<file path="config.mk">
export PLATFORM = sky130hd
export DESIGN_NAME = rssg_top
export DESIGN_NICKNAME = d
export VERILOG_FILES = /design/src/rssg_pkg.sv /design/src/rssg_top.sv
export SDC_FILE = /design/constraint.sdc
export NUM_CORES = 2
export LEC_CHECK = 0
export BUFFER_PORTS_ARGS = -buffer_cell sky130_fd_sc_hd__clkbuf_2
export CAP_MARGIN = 20
export CORE_MARGIN = 1
export CORE_UTILIZATION = 55
export CTS_CLUSTER_SIZE = 25
export DETAILED_ROUTE_END_ITERATION = 8
export GPL_ROUTABILITY_DRIVEN = 0
export PLACE_DENSITY_LB_ADDON = 0.12
export SETUP_SLACK_MARGIN = 0.4
export SYNTH_ARGS = -nofsm -noshare
export SYNTH_HDL_FRONTEND = slang
export SYNTH_SLANG_ARGS = --single-unit
</file>
<file path="constraint.sdc">
create_clock -name hclk -period 96.2 [get_ports hclk]
set_input_delay 19.24 -clock hclk [delete_from_list [all_inputs] [get_ports hclk]]
set_output_delay 19.24 -clock hclk [all_outputs]
set_load 0.005 [all_outputs]
</file>
<file path="src/rssg_pkg.sv">
package rssg_pkg;

	// Timing base
	localparam int CLK_MHZ = 125;
	localparam int DEGL_NS = 10000;
	localparam int DEGL_CYC = (DEGL_NS * CLK_MHZ + 999) / 1000;
	localparam int PG_DELAY_NS = 1000;
	localparam int PG_CYC = (PG_DELAY_NS * CLK_MHZ + 999) / 1000;
	localparam int INIT_NS = 10000000;
	localparam int INIT_CYC = INIT_NS / 1000 * CLK_MHZ / 1000;
	localparam logic [10:0] RC_TERM = 11'(DEGL_CYC);
	localparam logic [7:0] PG_TERM = 8'(PG_CYC);

	// Switching period and sync qualification in clock cycles; phase angles in degrees
	localparam int SW_PER = 156;
	localparam int SYNC_MIN_HI = 8;
	localparam int SYNC_PER_MIN = 125;
	localparam int SYNC_PER_MAX = 187;
	localparam int FULL_DEG = 360;
	localparam int SEP_INT = 180;
	localparam int SEP_EXT = 120;

	// Strap decoding
	localparam int VOUT_BASE_MV = 500;
	localparam int VOUT_STEP_MV = 10;
	localparam int VOUT_MAX_MV = 5000;
	localparam int SS_STEP_US = 500;
	localparam logic [2:0] STRAP_NOCLK = 3'h5;
	localparam logic [2:0] STRAP_BAD = 3'h7;
	localparam logic [8:0] PH_BASE [0:7] = '{9'h082, 9'h064, 9'h0A0, 9'h055, 9'h0AF, 9'h028, 9'h028, 9'h028};

	// Synchronised pin vector layout
	localparam int P_RECALL = 0;
	localparam int P_SYNC = 1;
	localparam int P_GND = 2;
	localparam int P_SENSE = 3;
	localparam int P_LOW = 4;
	localparam int P_EN = 5;
	localparam int P_ADDR = 6;
	localparam int P_EXT = 7;
	localparam int PIN_W = 23;

	// Register byte offsets
	localparam logic [7:0] ADR_OPER = 8'h00;
	localparam logic [7:0] ADR_VOUT = 8'h04;
	localparam logic [7:0] ADR_TON = 8'h08;
	localparam logic [7:0] ADR_GAIN = 8'h0C;
	localparam logic [7:0] ADR_STS = 8'h10;
	localparam logic [7:0] ADR_MASK = 8'h14;
	localparam logic [7:0] ADR_STATE = 8'h18;

	// Status bit positions
	localparam int SB_RECALL = 0;
	localparam int SB_PG = 1;
	localparam int SB_SYNC = 2;
	localparam int SB_STRAP = 3;
	localparam int SB_SENSE = 4;
	localparam int SB_CML = 5;

	// Operation codes and reset values
	localparam logic [7:0] OPER_OFF = 8'h00;
	localparam logic [7:0] OPER_SOFT = 8'h40;
	localparam logic [7:0] OPER_ON = 8'h80;
	localparam logic [7:0] OPER_RST = 8'h80;
	localparam logic [7:0] GAIN_RST = 8'h04;

	// Supervisor states
	typedef enum logic [2:0] {ST_INIT, ST_CHECK, ST_OFF, ST_RAMP, ST_REG, ST_FAULT} rssg_st_t;

endpackage : rssg_pkg

</file>
<file path="src/rssg_top.sv">
`timescale 1ns/1ps
module rssg_top #(
	parameter int INIT_CYCLES = rssg_pkg::INIT_CYC
) (
	// Clock, reset, enable
	input wire logic hclk,
	input wire logic hresetn,
	input wire logic ce,
	// AHB-Lite slave
	input wire logic hsel,
	input wire logic [31:0] haddr,
	input wire logic [1:0] htrans,
	input wire logic hwrite,
	input wire logic [2:0] hsize,
	input wire logic [31:0] hwdata,
	input wire logic hready,
	output logic hreadyout,
	output logic hresp,
	output logic [31:0] hrdata,
	// Pins and straps
	input wire logic recall_n,
	input wire logic sync_in,
	input wire logic sync_in_grounded,
	input wire logic remote_sense_pos_open,
	input wire logic vout_below_pg,
	input wire logic enable_pin,
	input wire logic addr_strap_bad,
	input wire logic ext_stage_present,
	input wire logic [7:0] vout_config_strap,
	input wire logic [3:0] softstart_config_strap,
	input wire logic [2:0] sync_strap,
	// Regulator controls
	output logic sync_out,
	output logic power_ok_output_o,
	output logic power_ok_output_oe_n,
	output logic switching_enable,
	output logic [15:0] setpoint_mv,
	output logic switch_node_one,
	output logic switch_node_two,
	output logic switch_node_three,
	// Current rebalance
	input wire logic [15:0] common_ctrl,
	input wire logic [11:0] phase_current_one,
	input wire logic [11:0] phase_current_two,
	input wire logic [11:0] phase_current_three,
	output logic [15:0] phase_current_rebalance_one,
	output logic [15:0] phase_current_rebalance_two,
	output logic [15:0] phase_current_rebalance_three,
	// Interrupt
	output logic irq
);
	import rssg_pkg::*;

	////////////////////////////////////////////////////////////////////////
	// All state in one record
	typedef struct packed {
		logic [PIN_W-1:0] meta; // First sync stage
		logic [PIN_W-1:0] sy; // Second sync stage
		rssg_st_t st;
		logic [20:0] init_cnt;
		logic [15:0] vstrap; // Strap voltage, mV
		logic [15:0] vcmd; // Target setpoint, mV
		logic [15:0] ton; // Ramp time, us
		logic [7:0] oper;
		logic [7:0] gain;
		logic [15:0] setp; // Ramping setpoint
		logic [23:0] step_cnt;
		logic [10:0] rc_cnt;
		logic rc_lo; // Qualified recall low
		logic [5:0] sts;
		logic [5:0] mask;
		logic irq;
		logic [7:0] pg_cnt;
		logic pg_rel; // Power ok released high
		logic pg_o;
		logic sw_en;
		logic [2:0] ph_strap;
		logic ext;
		logic master;
		logic [9:0] hi_cnt;
		logic [9:0] per_cnt;
		logic sy_prev;
		logic sync_ok;
		logic [7:0] ph_cnt;
		logic sync_out;
		logic [2:0] sn;
		logic [2:0][15:0] ctrl;
		logic a_wr;
		logic [7:0] a_addr;
		logic [31:0] rdata;
		logic rdy;
		logic resp;
	} rssg_state_t;

	localparam rssg_state_t S_RST = '{st: ST_INIT, oper: OPER_RST, gain: GAIN_RST,
		ph_strap: STRAP_NOCLK, rdy: 1'b1, default: '0};

	rssg_state_t s;
	rssg_state_t next_s;
	logic [5:0] sts_set; // Hardware events this cycle
	logic [5:0] w1c; // Software clears this cycle
	logic want_on;
	logic oper_ok;
	logic rise;
	logic fall;
	logic acc;
	logic [23:0] step_lim;
	logic [15:0] vs;
	logic [2:0][7:0] pos; // Phase start counts
	logic [2:0][15:0] phase_current_rebalance; // Rebalanced controls
	logic [2:0][11:0] iph;
	logic signed [13:0] isum;
	logic signed [13:0] iavg;

	////////////////////////////////////////////////////////////////////////
	// Per-phase position and rebalance
	assign iph = {phase_current_three, phase_current_two, phase_current_one};
	// Third phase joins the average only with the external stage
	assign isum = 14'($signed(iph[0])) + 14'($signed(iph[1])) + (s.ext ? 14'($signed(iph[2])) : 14'sd0);
	assign iavg = s.ext ? isum / 14'sd3 : isum / 14'sd2;

	for (genvar i = 0; i < 3; i++)
	begin : g_ph
		logic [9:0] deg;
		logic [9:0] degw;
		logic signed [13:0] dev;
		logic signed [23:0] prod;
		// Spacing 180 alone, 120 with external stage
		assign deg = 10'(PH_BASE[s.ph_strap]) + 10'(i) * (s.ext ? 10'(SEP_EXT) : 10'(SEP_INT));
		assign degw = (deg >= 10'(FULL_DEG)) ? deg - 10'(FULL_DEG) : deg;
		assign pos[i] = 8'((18'(degw) * 18'(SW_PER)) / 18'(FULL_DEG));
		// Result wraps at 16 bits; loop gains keep it in range
		assign dev = 14'($signed(iph[i])) - iavg;
		assign prod = $signed({1'b0, s.gain}) * dev;
		assign phase_current_rebalance[i] = 16'($signed(common_ctrl) - prod);
	end

	////////////////////////////////////////////////////////////////////////
	// Next-state logic
	always_comb
	begin
		next_s = s;
		sts_set = '0;
		w1c = '0;
		vs = 16'(VOUT_BASE_MV) + 16'(s.sy[15:8]) * 16'(VOUT_STEP_MV);
		want_on = s.oper[7] & s.sy[P_EN];
		oper_ok = hwdata[7:0] inside {OPER_OFF, OPER_SOFT, OPER_ON};
		rise = s.sy[P_SYNC] & ~s.sy_prev;
		fall = ~s.sy[P_SYNC] & s.sy_prev;
		acc = hsel & hready & htrans[1];
		// Guard against divide by zero and zero-length steps
		step_lim = (s.vcmd == 16'h0000) ? 24'h00_0001 : (24'(s.ton) * 24'(CLK_MHZ)) / 24'(s.vcmd);
		// Pins and straps cross in through two stages
		next_s.meta = {sync_strap, softstart_config_strap, vout_config_strap, ext_stage_present,
			addr_strap_bad, enable_pin, vout_below_pg, remote_sense_pos_open, sync_in_grounded,
			sync_in, recall_n};
		next_s.sy = s.meta;
		next_s.rdy = 1'b1;
		next_s.resp = 1'b0;
		next_s.pg_o = 1'b0;

		// Register writes in the data phase
		if (s.a_wr)
		begin
			case (s.a_addr)
				ADR_OPER:
				begin
					// Only plain on/off codes pass while recalled
					if (!s.rc_lo || oper_ok)
						next_s.oper = hwdata[7:0];
				end
				ADR_VOUT:
				begin
					if (s.rc_lo)
						sts_set[SB_CML] = 1'b1;
					else
						next_s.vcmd = hwdata[15:0];
				end
				ADR_TON: next_s.ton = hwdata[15:0];
				ADR_GAIN: next_s.gain = hwdata[7:0];
				ADR_MASK: next_s.mask = hwdata[5:0];
				ADR_STS: w1c = hwdata[5:0];
				default: ;
			endcase
		end

		// Recall deglitch: any high restarts the count
		if (s.sy[P_RECALL])
		begin
			next_s.rc_cnt = '0;
			next_s.rc_lo = 1'b0;
		end
		else if (s.rc_cnt != RC_TERM)
		begin
			next_s.rc_cnt = s.rc_cnt + 11'd1;
			next_s.rc_lo = (next_s.rc_cnt == RC_TERM);
		end
		// Qualified falling edge reloads the strap voltage; ramp follows
		if (next_s.rc_lo && !s.rc_lo)
		begin
			next_s.vcmd = s.vstrap;
			sts_set[SB_RECALL] = 1'b1;
		end

		// Supervisor
		case (s.st)
			ST_INIT:
			begin
				next_s.init_cnt = s.init_cnt + 21'd1;
				if (s.init_cnt == 21'(INIT_CYCLES - 1))
				begin
					// Straps are caught once; later changes are ignored
					next_s.vstrap = vs;
					next_s.vcmd = vs;
					next_s.ton = 16'(s.sy[19:16] + 5'd1) * 16'(SS_STEP_US);
					next_s.ph_strap = s.sy[22:20];
					next_s.ext = s.sy[P_EXT];
					next_s.master = s.sy[P_GND];
					next_s.st = ST_CHECK;
				end
			end
			ST_CHECK:
			begin
				if (s.sy[P_ADDR] || s.ph_strap == STRAP_BAD || s.vstrap > 16'(VOUT_MAX_MV))
				begin
					sts_set[SB_STRAP] = 1'b1;
					next_s.st = ST_FAULT;
				end
				else
					next_s.st = ST_OFF;
			end
			ST_OFF:
			begin
				next_s.setp = '0;
				next_s.step_cnt = '0;
				if (want_on)
				begin
					// Sense checked only before switching starts
					if (s.sy[P_SENSE])
						sts_set[SB_SENSE] = 1'b1;
					else
					begin
						next_s.st = ST_RAMP;
						next_s.sw_en = 1'b1;
					end
				end
			end
			ST_RAMP, ST_REG:
			begin
				if (!want_on)
				begin
					next_s.st = ST_OFF;
					next_s.sw_en = 1'b0;
				end
				else if (s.setp == s.vcmd)
				begin
					next_s.step_cnt = '0;
					next_s.st = ST_REG;
				end
				else if (s.step_cnt + 24'h00_0001 >= step_lim)
				begin
					// One millivolt per interval; interval set by ton and the target vcmd
					next_s.step_cnt = '0;
					next_s.setp = (s.setp < s.vcmd) ? s.setp + 16'h0001 : s.setp - 16'h0001;
				end
				else
					next_s.step_cnt = s.step_cnt + 24'h00_0001;
			end
			ST_FAULT: next_s.sw_en = 1'b0;
			default: next_s.st = ST_INIT;
		endcase

		// Power ok: settle delay, instant drop on low output
		if (s.st == ST_REG && s.setp == s.vcmd && !s.sy[P_LOW])
		begin
			if (s.pg_cnt != PG_TERM)
				next_s.pg_cnt = s.pg_cnt + 8'h01;
			next_s.pg_rel = (next_s.pg_cnt == PG_TERM);
		end
		else
		begin
			next_s.pg_cnt = '0;
			next_s.pg_rel = 1'b0;
		end
		if (s.pg_rel && !next_s.pg_rel)
			sts_set[SB_PG] = 1'b1;

		// Sync input qualification; master ignores its input
		next_s.sy_prev = s.sy[P_SYNC];
		if (s.master)
			next_s.sync_ok = 1'b0;
		else
		begin
			next_s.hi_cnt = s.sy[P_SYNC] ? ((s.hi_cnt == 10'h3FF) ? s.hi_cnt : s.hi_cnt + 10'h001) : '0;
			next_s.per_cnt = rise ? '0 : ((s.per_cnt == 10'h3FF) ? s.per_cnt : s.per_cnt + 10'h001);
			if (rise)
				next_s.sync_ok = s.per_cnt >= 10'(SYNC_PER_MIN) && s.per_cnt <= 10'(SYNC_PER_MAX);
			// Narrow pulse or lost signal disqualifies
			if ((fall && s.hi_cnt < 10'(SYNC_MIN_HI)) || s.per_cnt > 10'(SYNC_PER_MAX))
				next_s.sync_ok = 1'b0;
		end
		if (s.sync_ok && !next_s.sync_ok)
			sts_set[SB_SYNC] = 1'b1;

		// Timebase: realign on a good edge, else keep running
		if (!s.master && next_s.sync_ok && rise)
			next_s.ph_cnt = '0;
		else
			next_s.ph_cnt = (s.ph_cnt == 8'(SW_PER - 1)) ? '0 : s.ph_cnt + 8'h01;
		// Clock out for a star of downstream units, unless muted
		next_s.sync_out = (s.ph_strap != STRAP_NOCLK) && (next_s.ph_cnt < 8'(SW_PER / 2));
		for (int k = 0; k < 3; k++)
			next_s.sn[k] = s.sw_en && next_s.ph_cnt == pos[k] && (k < 2 || s.ext);
		next_s.ctrl = phase_current_rebalance;

		// Sticky status: a new event beats a clear
		next_s.sts = (s.sts & ~w1c) | sts_set;
		next_s.irq = |(next_s.sts & next_s.mask);

		// Address phase: latch, and fetch read data from updated state
		// Writes outside the low page are dropped, like reads
		next_s.a_wr = acc & hwrite & (haddr[31:8] == 24'h00_0000);
		next_s.a_addr = haddr[7:0];
		next_s.rdata = '0;
		if (acc && !hwrite && haddr[31:8] == 24'h00_0000)
		begin
			case (haddr[7:0])
				ADR_OPER: next_s.rdata = {24'h00_0000, next_s.oper};
				ADR_VOUT: next_s.rdata = {16'h0000, next_s.vcmd};
				ADR_TON: next_s.rdata = {16'h0000, next_s.ton};
				ADR_GAIN: next_s.rdata = {24'h00_0000, next_s.gain};
				ADR_STS: next_s.rdata = {26'h000_0000, next_s.sts};
				ADR_MASK: next_s.rdata = {26'h000_0000, next_s.mask};
				ADR_STATE: next_s.rdata = {7'h00, next_s.ph_strap, next_s.ext, next_s.master,
					next_s.sync_ok, next_s.rc_lo, next_s.sw_en, next_s.pg_rel, next_s.setp};
				default: next_s.rdata = '0;
			endcase
		end
	end

	////////////////////////////////////////////////////////////////////////
	// State register; enable low freezes everything
	always_ff @(posedge hclk or negedge hresetn)
	begin
		if (!hresetn)
			s <= S_RST;
		else if (ce)
			s <= next_s;
	end

	// Outputs straight from flops
	assign hreadyout = s.rdy;
	assign hresp = s.resp;
	assign hrdata = s.rdata;
	assign sync_out = s.sync_out;
	assign power_ok_output_o = s.pg_o;
	assign power_ok_output_oe_n = s.pg_rel;
	assign switching_enable = s.sw_en;
	assign setpoint_mv = s.setp;
	assign switch_node_one = s.sn[0];
	assign switch_node_two = s.sn[1];
	assign switch_node_three = s.sn[2];
	assign phase_current_rebalance_one = s.ctrl[0];
	assign phase_current_rebalance_two = s.ctrl[1];
	assign phase_current_rebalance_three = s.ctrl[2];
	assign irq = s.irq;

	////////////////////////////////////////////////////////////////////////
	// Checks
	chk_recall_qualify: assert property (@(posedge hclk) disable iff (!hresetn)
		$rose(s.rc_lo) |-> s.rc_cnt == RC_TERM && !$past(s.sy[P_RECALL]))
		else $error("recall qualified early");
	chk_recall_restart: assert property (@(posedge hclk) disable iff (!hresetn)
		(ce && s.sy[P_RECALL]) |=> s.rc_cnt == 11'd0 && !s.rc_lo)
		else $error("deglitch did not restart");
	chk_recall_reload: assert property (@(posedge hclk) disable iff (!hresetn)
		$rose(s.rc_lo) |-> s.vcmd == s.vstrap)
		else $error("recall did not reload setpoint");
	chk_vout_refused: assert property (@(posedge hclk) disable iff (!hresetn)
		(ce && s.a_wr && s.a_addr == ADR_VOUT && s.rc_lo) |=> s.sts[SB_CML] && s.vcmd == $past(s.vcmd))
		else $error("setpoint write not refused");
	chk_oper_gate: assert property (@(posedge hclk) disable iff (!hresetn)
		(ce && s.a_wr && s.a_addr == ADR_OPER && s.rc_lo && !oper_ok) |=> $stable(s.oper))
		else $error("operation change during recall");
	chk_pg_drop: assert property (@(posedge hclk) disable iff (!hresetn)
		(ce && s.sy[P_LOW]) |=> !s.pg_rel)
		else $error("power ok held on low output");
	chk_pg_delay: assert property (@(posedge hclk) disable iff (!hresetn)
		$rose(s.pg_rel) |-> s.pg_cnt == PG_TERM && $past(s.st) == ST_REG && $past(s.setp) == $past(s.vcmd))
		else $error("power ok before settle delay");
	chk_fault_block: assert property (@(posedge hclk) disable iff (!hresetn)
		(s.st == ST_FAULT) |-> !s.sw_en ##1 !s.sw_en)
		else $error("switching with bad strap");
	chk_sense_hold: assert property (@(posedge hclk) disable iff (!hresetn)
		(ce && s.st == ST_OFF && s.sy[P_SENSE]) |=> s.st == ST_OFF && !s.sw_en)
		else $error("started with sense open");
	chk_sync_mute: assert property (@(posedge hclk) disable iff (!hresetn)
		(s.ph_strap == STRAP_NOCLK) |-> !s.sync_out)
		else $error("sync clock not muted");

endmodule : rssg_top

</file>
==> run_results.csv <==
group,metric,value,unit
sta,rsz0062_at_grt,"false",
die,die_w,328,um
clock_network,cts.path.max_buffers,3,
routing,totalWireLength,157000,um
grt,grt_pass1_wl,257000,um
routing,drtPass1Iterations,6,
place,io_buffers,225,
clock_network,clkSinkCount,326,
logic_synthesis,ys_types,139,
layout,fin_nets,8342,
die,start_util,0.554,
routing,drc_errors,0,
logic_synthesis,ys_async_sr_fraction,1.00,
layout,mostFrequentLayoutCells,"ha_1 (683), inv_1 (652), nand2_1 (642)",
grt,antenna_found_initial,13,
status,status,"finished clean",
sta,max_freq,11.9,MHz
setup_path,path_class,"reg -> reg",
sta,clock-skew-final,0.0193,ns
sta,post-route-period-util,0.875,
setup_path,r2r_start,"s[223]$_DFFE_PN0P_",
setup_path,cp_slowest_cell,"o41ai_1",
logic_synthesis,seq_area_frac_synth,0.140,
die,core,105000,sq um
place,hpwl,125000,um
routing,wl_per_cell,18.3,um
hold_path,hp-class,"reg -> reg",
die,pin_count,256,
sta,layout_min_cycle_time,84.14,ns
layout,layout-drive-gt1-share,0.0987,
die,fp.dieArea,107000,sq um
sta,slew_headroom,0.287,
setup_path,critPathMaxStageDelay,0.80,ns
routing,drt_iter0_markers,3005,
clock_network,hold_buffers,0,
sta,slew_viol_final,0,
logic_synthesis,yosys_warnings,0,
logic_synthesis,synthCells,7154,
grt,grt_pass1_vias,50031,
routing,vias,51574,
routing,viasPerCell,6.00,
hold_path,worstHoldStart,"s[171]$_DFFE_PN0P_",
logic_synthesis,synth_edf_count,0,
clock_network,cts.clk_slew.worst_paths,0.06,ns
setup_path,crit_path_start_kind,"flop",
clock_network,cts_buffers,43,
clock_network,cts.repair.resized,0,
sta,tightestPinTransition,1.06,ns
setup_path,crit_top_cell,"o21a_1",
clock_network,clock-root-buffer,"clkbuf_16",
clock_network,cts_tree,"built",
clock_network,clk_latency,0.62,ns
clock_network,post_cts_buffers,0,
grt,grt_max_degree,165,
layout,nFillCells,9691,
setup_path,cp.required,96.71,ns
sta,setup_viol,0,
sta,finalSetupTns,0,ns
setup_path,worstPathArrival,84.66,ns
setup_path,critPathLaunch,"s[223]$_DFFE_PN0P_",
die,num_rows,119,
grt,grt_usage,0.292,
logic_synthesis,synth.avg_cell_area,8.16,sq um
logic_synthesis,synth_ff_type,"dfrtp_1",
layout,final_common_cell,"ha_1",
grt,overflow,0,
clock_network,htreeDepth,2,
logic_synthesis,yosys_register_bits,326,
routing,ant_nets,0,
sta,hold_violations,0,
flow_run,max-cap-violations,0,
setup_path,critPathMaxFanout,31,
die,fp.dieH,328,um
logic_synthesis,syn-cell-area,58300,sq um
setup_path,end_kind,"flop",
layout,syn_to_final_growth,5.59,%
state kept, by name (all words and copies together), names as in the netlist, 16 cells and up:
signal and count:
s 206, hrdata 25, phase_current_rebalance_one 16, phase_current_rebalance_three 16, setpoint_mv 16, next_s 24, phase_current_rebalance_two 16
final timing paths:
kind	depth (start not counted)	to	slack, ns
worst max-delay path	397	hrdata[8]$_DFFE_PN0P_	12.06
worst min-delay path	2	s[171]$_DFFE_PN0P_	0.47
worst max register to register	397	hrdata[8]$_DFFE_PN0P_	12.06
worst min register to register	2	s[171]$_DFFE_PN0P_	0.47
max in group asynchronous	3	s[277]$_DFFE_PN0P_	75.15
min in group asynchronous	1	next_s[310]$_DFFE_PN0P_	18.66
synth_stat cells, types with 17 or more instances:
cell	instances	area (sq um)
ha_1	683	8550
inv_1	652	2450
nand2_1	642	2410
nor2_1	505	1900
a21oi_1	350	1750
o21ai_0	344	1720
fa_1	342	6850
xnor2_1	324	2840
dfrtp_1	322	8060
nor3_1	278	1390
o21a_1	231	1730
mux2_2	201	2260
clkbuf_1	182	683
and2_1	162	1010
a21o_1	154	1160
xor2_1	136	1190
nand3_1	118	591
nor2b_1	108	676
o31ai_1	107	803
nand2b_1	104	651
buf_4	103	773
mux2i_1	102	1020
nand4_1	72	450
o22ai_1	65	407
and3_1	56	350
a31oi_1	55	344
o21bai_1	53	398
or3_1	48	300
a211oi_1	45	338
or2_2	42	263
o211ai_1	36	270
nor4_1	34	213
a21boi_0	24	180
a22o_1	21	184
o21ai_1	21	105
nor3b_1	19	143
buf_1	17	63.8
o2111ai_1	17	149
area by class of cell:
type	instances	area [sq um]	area share
multi-input combinational	5858	46100	0.749
inverter	653	2450	0.0398
tap	1391	1740	0.0283
clock inverter	22	246	0.00400
antenna	2	5.00	0.0000812
clock buffer	57	1230	0.0200
timing repair buffer	285	1650	0.0268
sequential	326	8160	0.133
critical path: cells and delay by family (launching register included):
family / cells / cell delay [ns]
simple gates: 61 / 10.70
mux: 2 / 0.44
compound gates: 291 / 59.48
fa+ha+maj: 29 / 9.54
flops: 1 / 0.59
buf+inv: 14 / 3.02
per-layer routing:
layer	vias to the layer above	share of wire	GRT usage
li1	25108	-	-
met1	24947	0.45	0.386
met2	1236	0.47	0.488
met3	261	0.057	0.0464
met4	22	0.030	0.0883
met5	-	0.00089	0
metrics by stage:
stage                     instance area (sq um)  setup slack, ns  hold WS (ns)  utilization  std cells
after floorplan                           58400            19.87         0.437            -       7164
final                                     61600            12.06         0.472        0.585       8594
after global placement                    60000            14.39         0.451        0.570       8509
after detailed placement                  60000            13.27         0.460        0.570       8509
after global routing                      61600             4.43         0.507        0.585       8594
after CTS                                 61500            12.64         0.473        0.584       8588
logic make-up after synthesis:
family	share of synthesized area
AND/OR/NAND/NOR	0.191
AO/OA/AOI/OAI	0.205
multiplexers	0.0577
other	0.000129
flip-flops	0.140
adder cells (fa/ha/maj)	0.265
XOR/XNOR	0.0706
buffers and inverters	0.0711
Power is not shown: default switching activity piles up to over one toggle a cycle in this logic, so the estimate is an artifact.
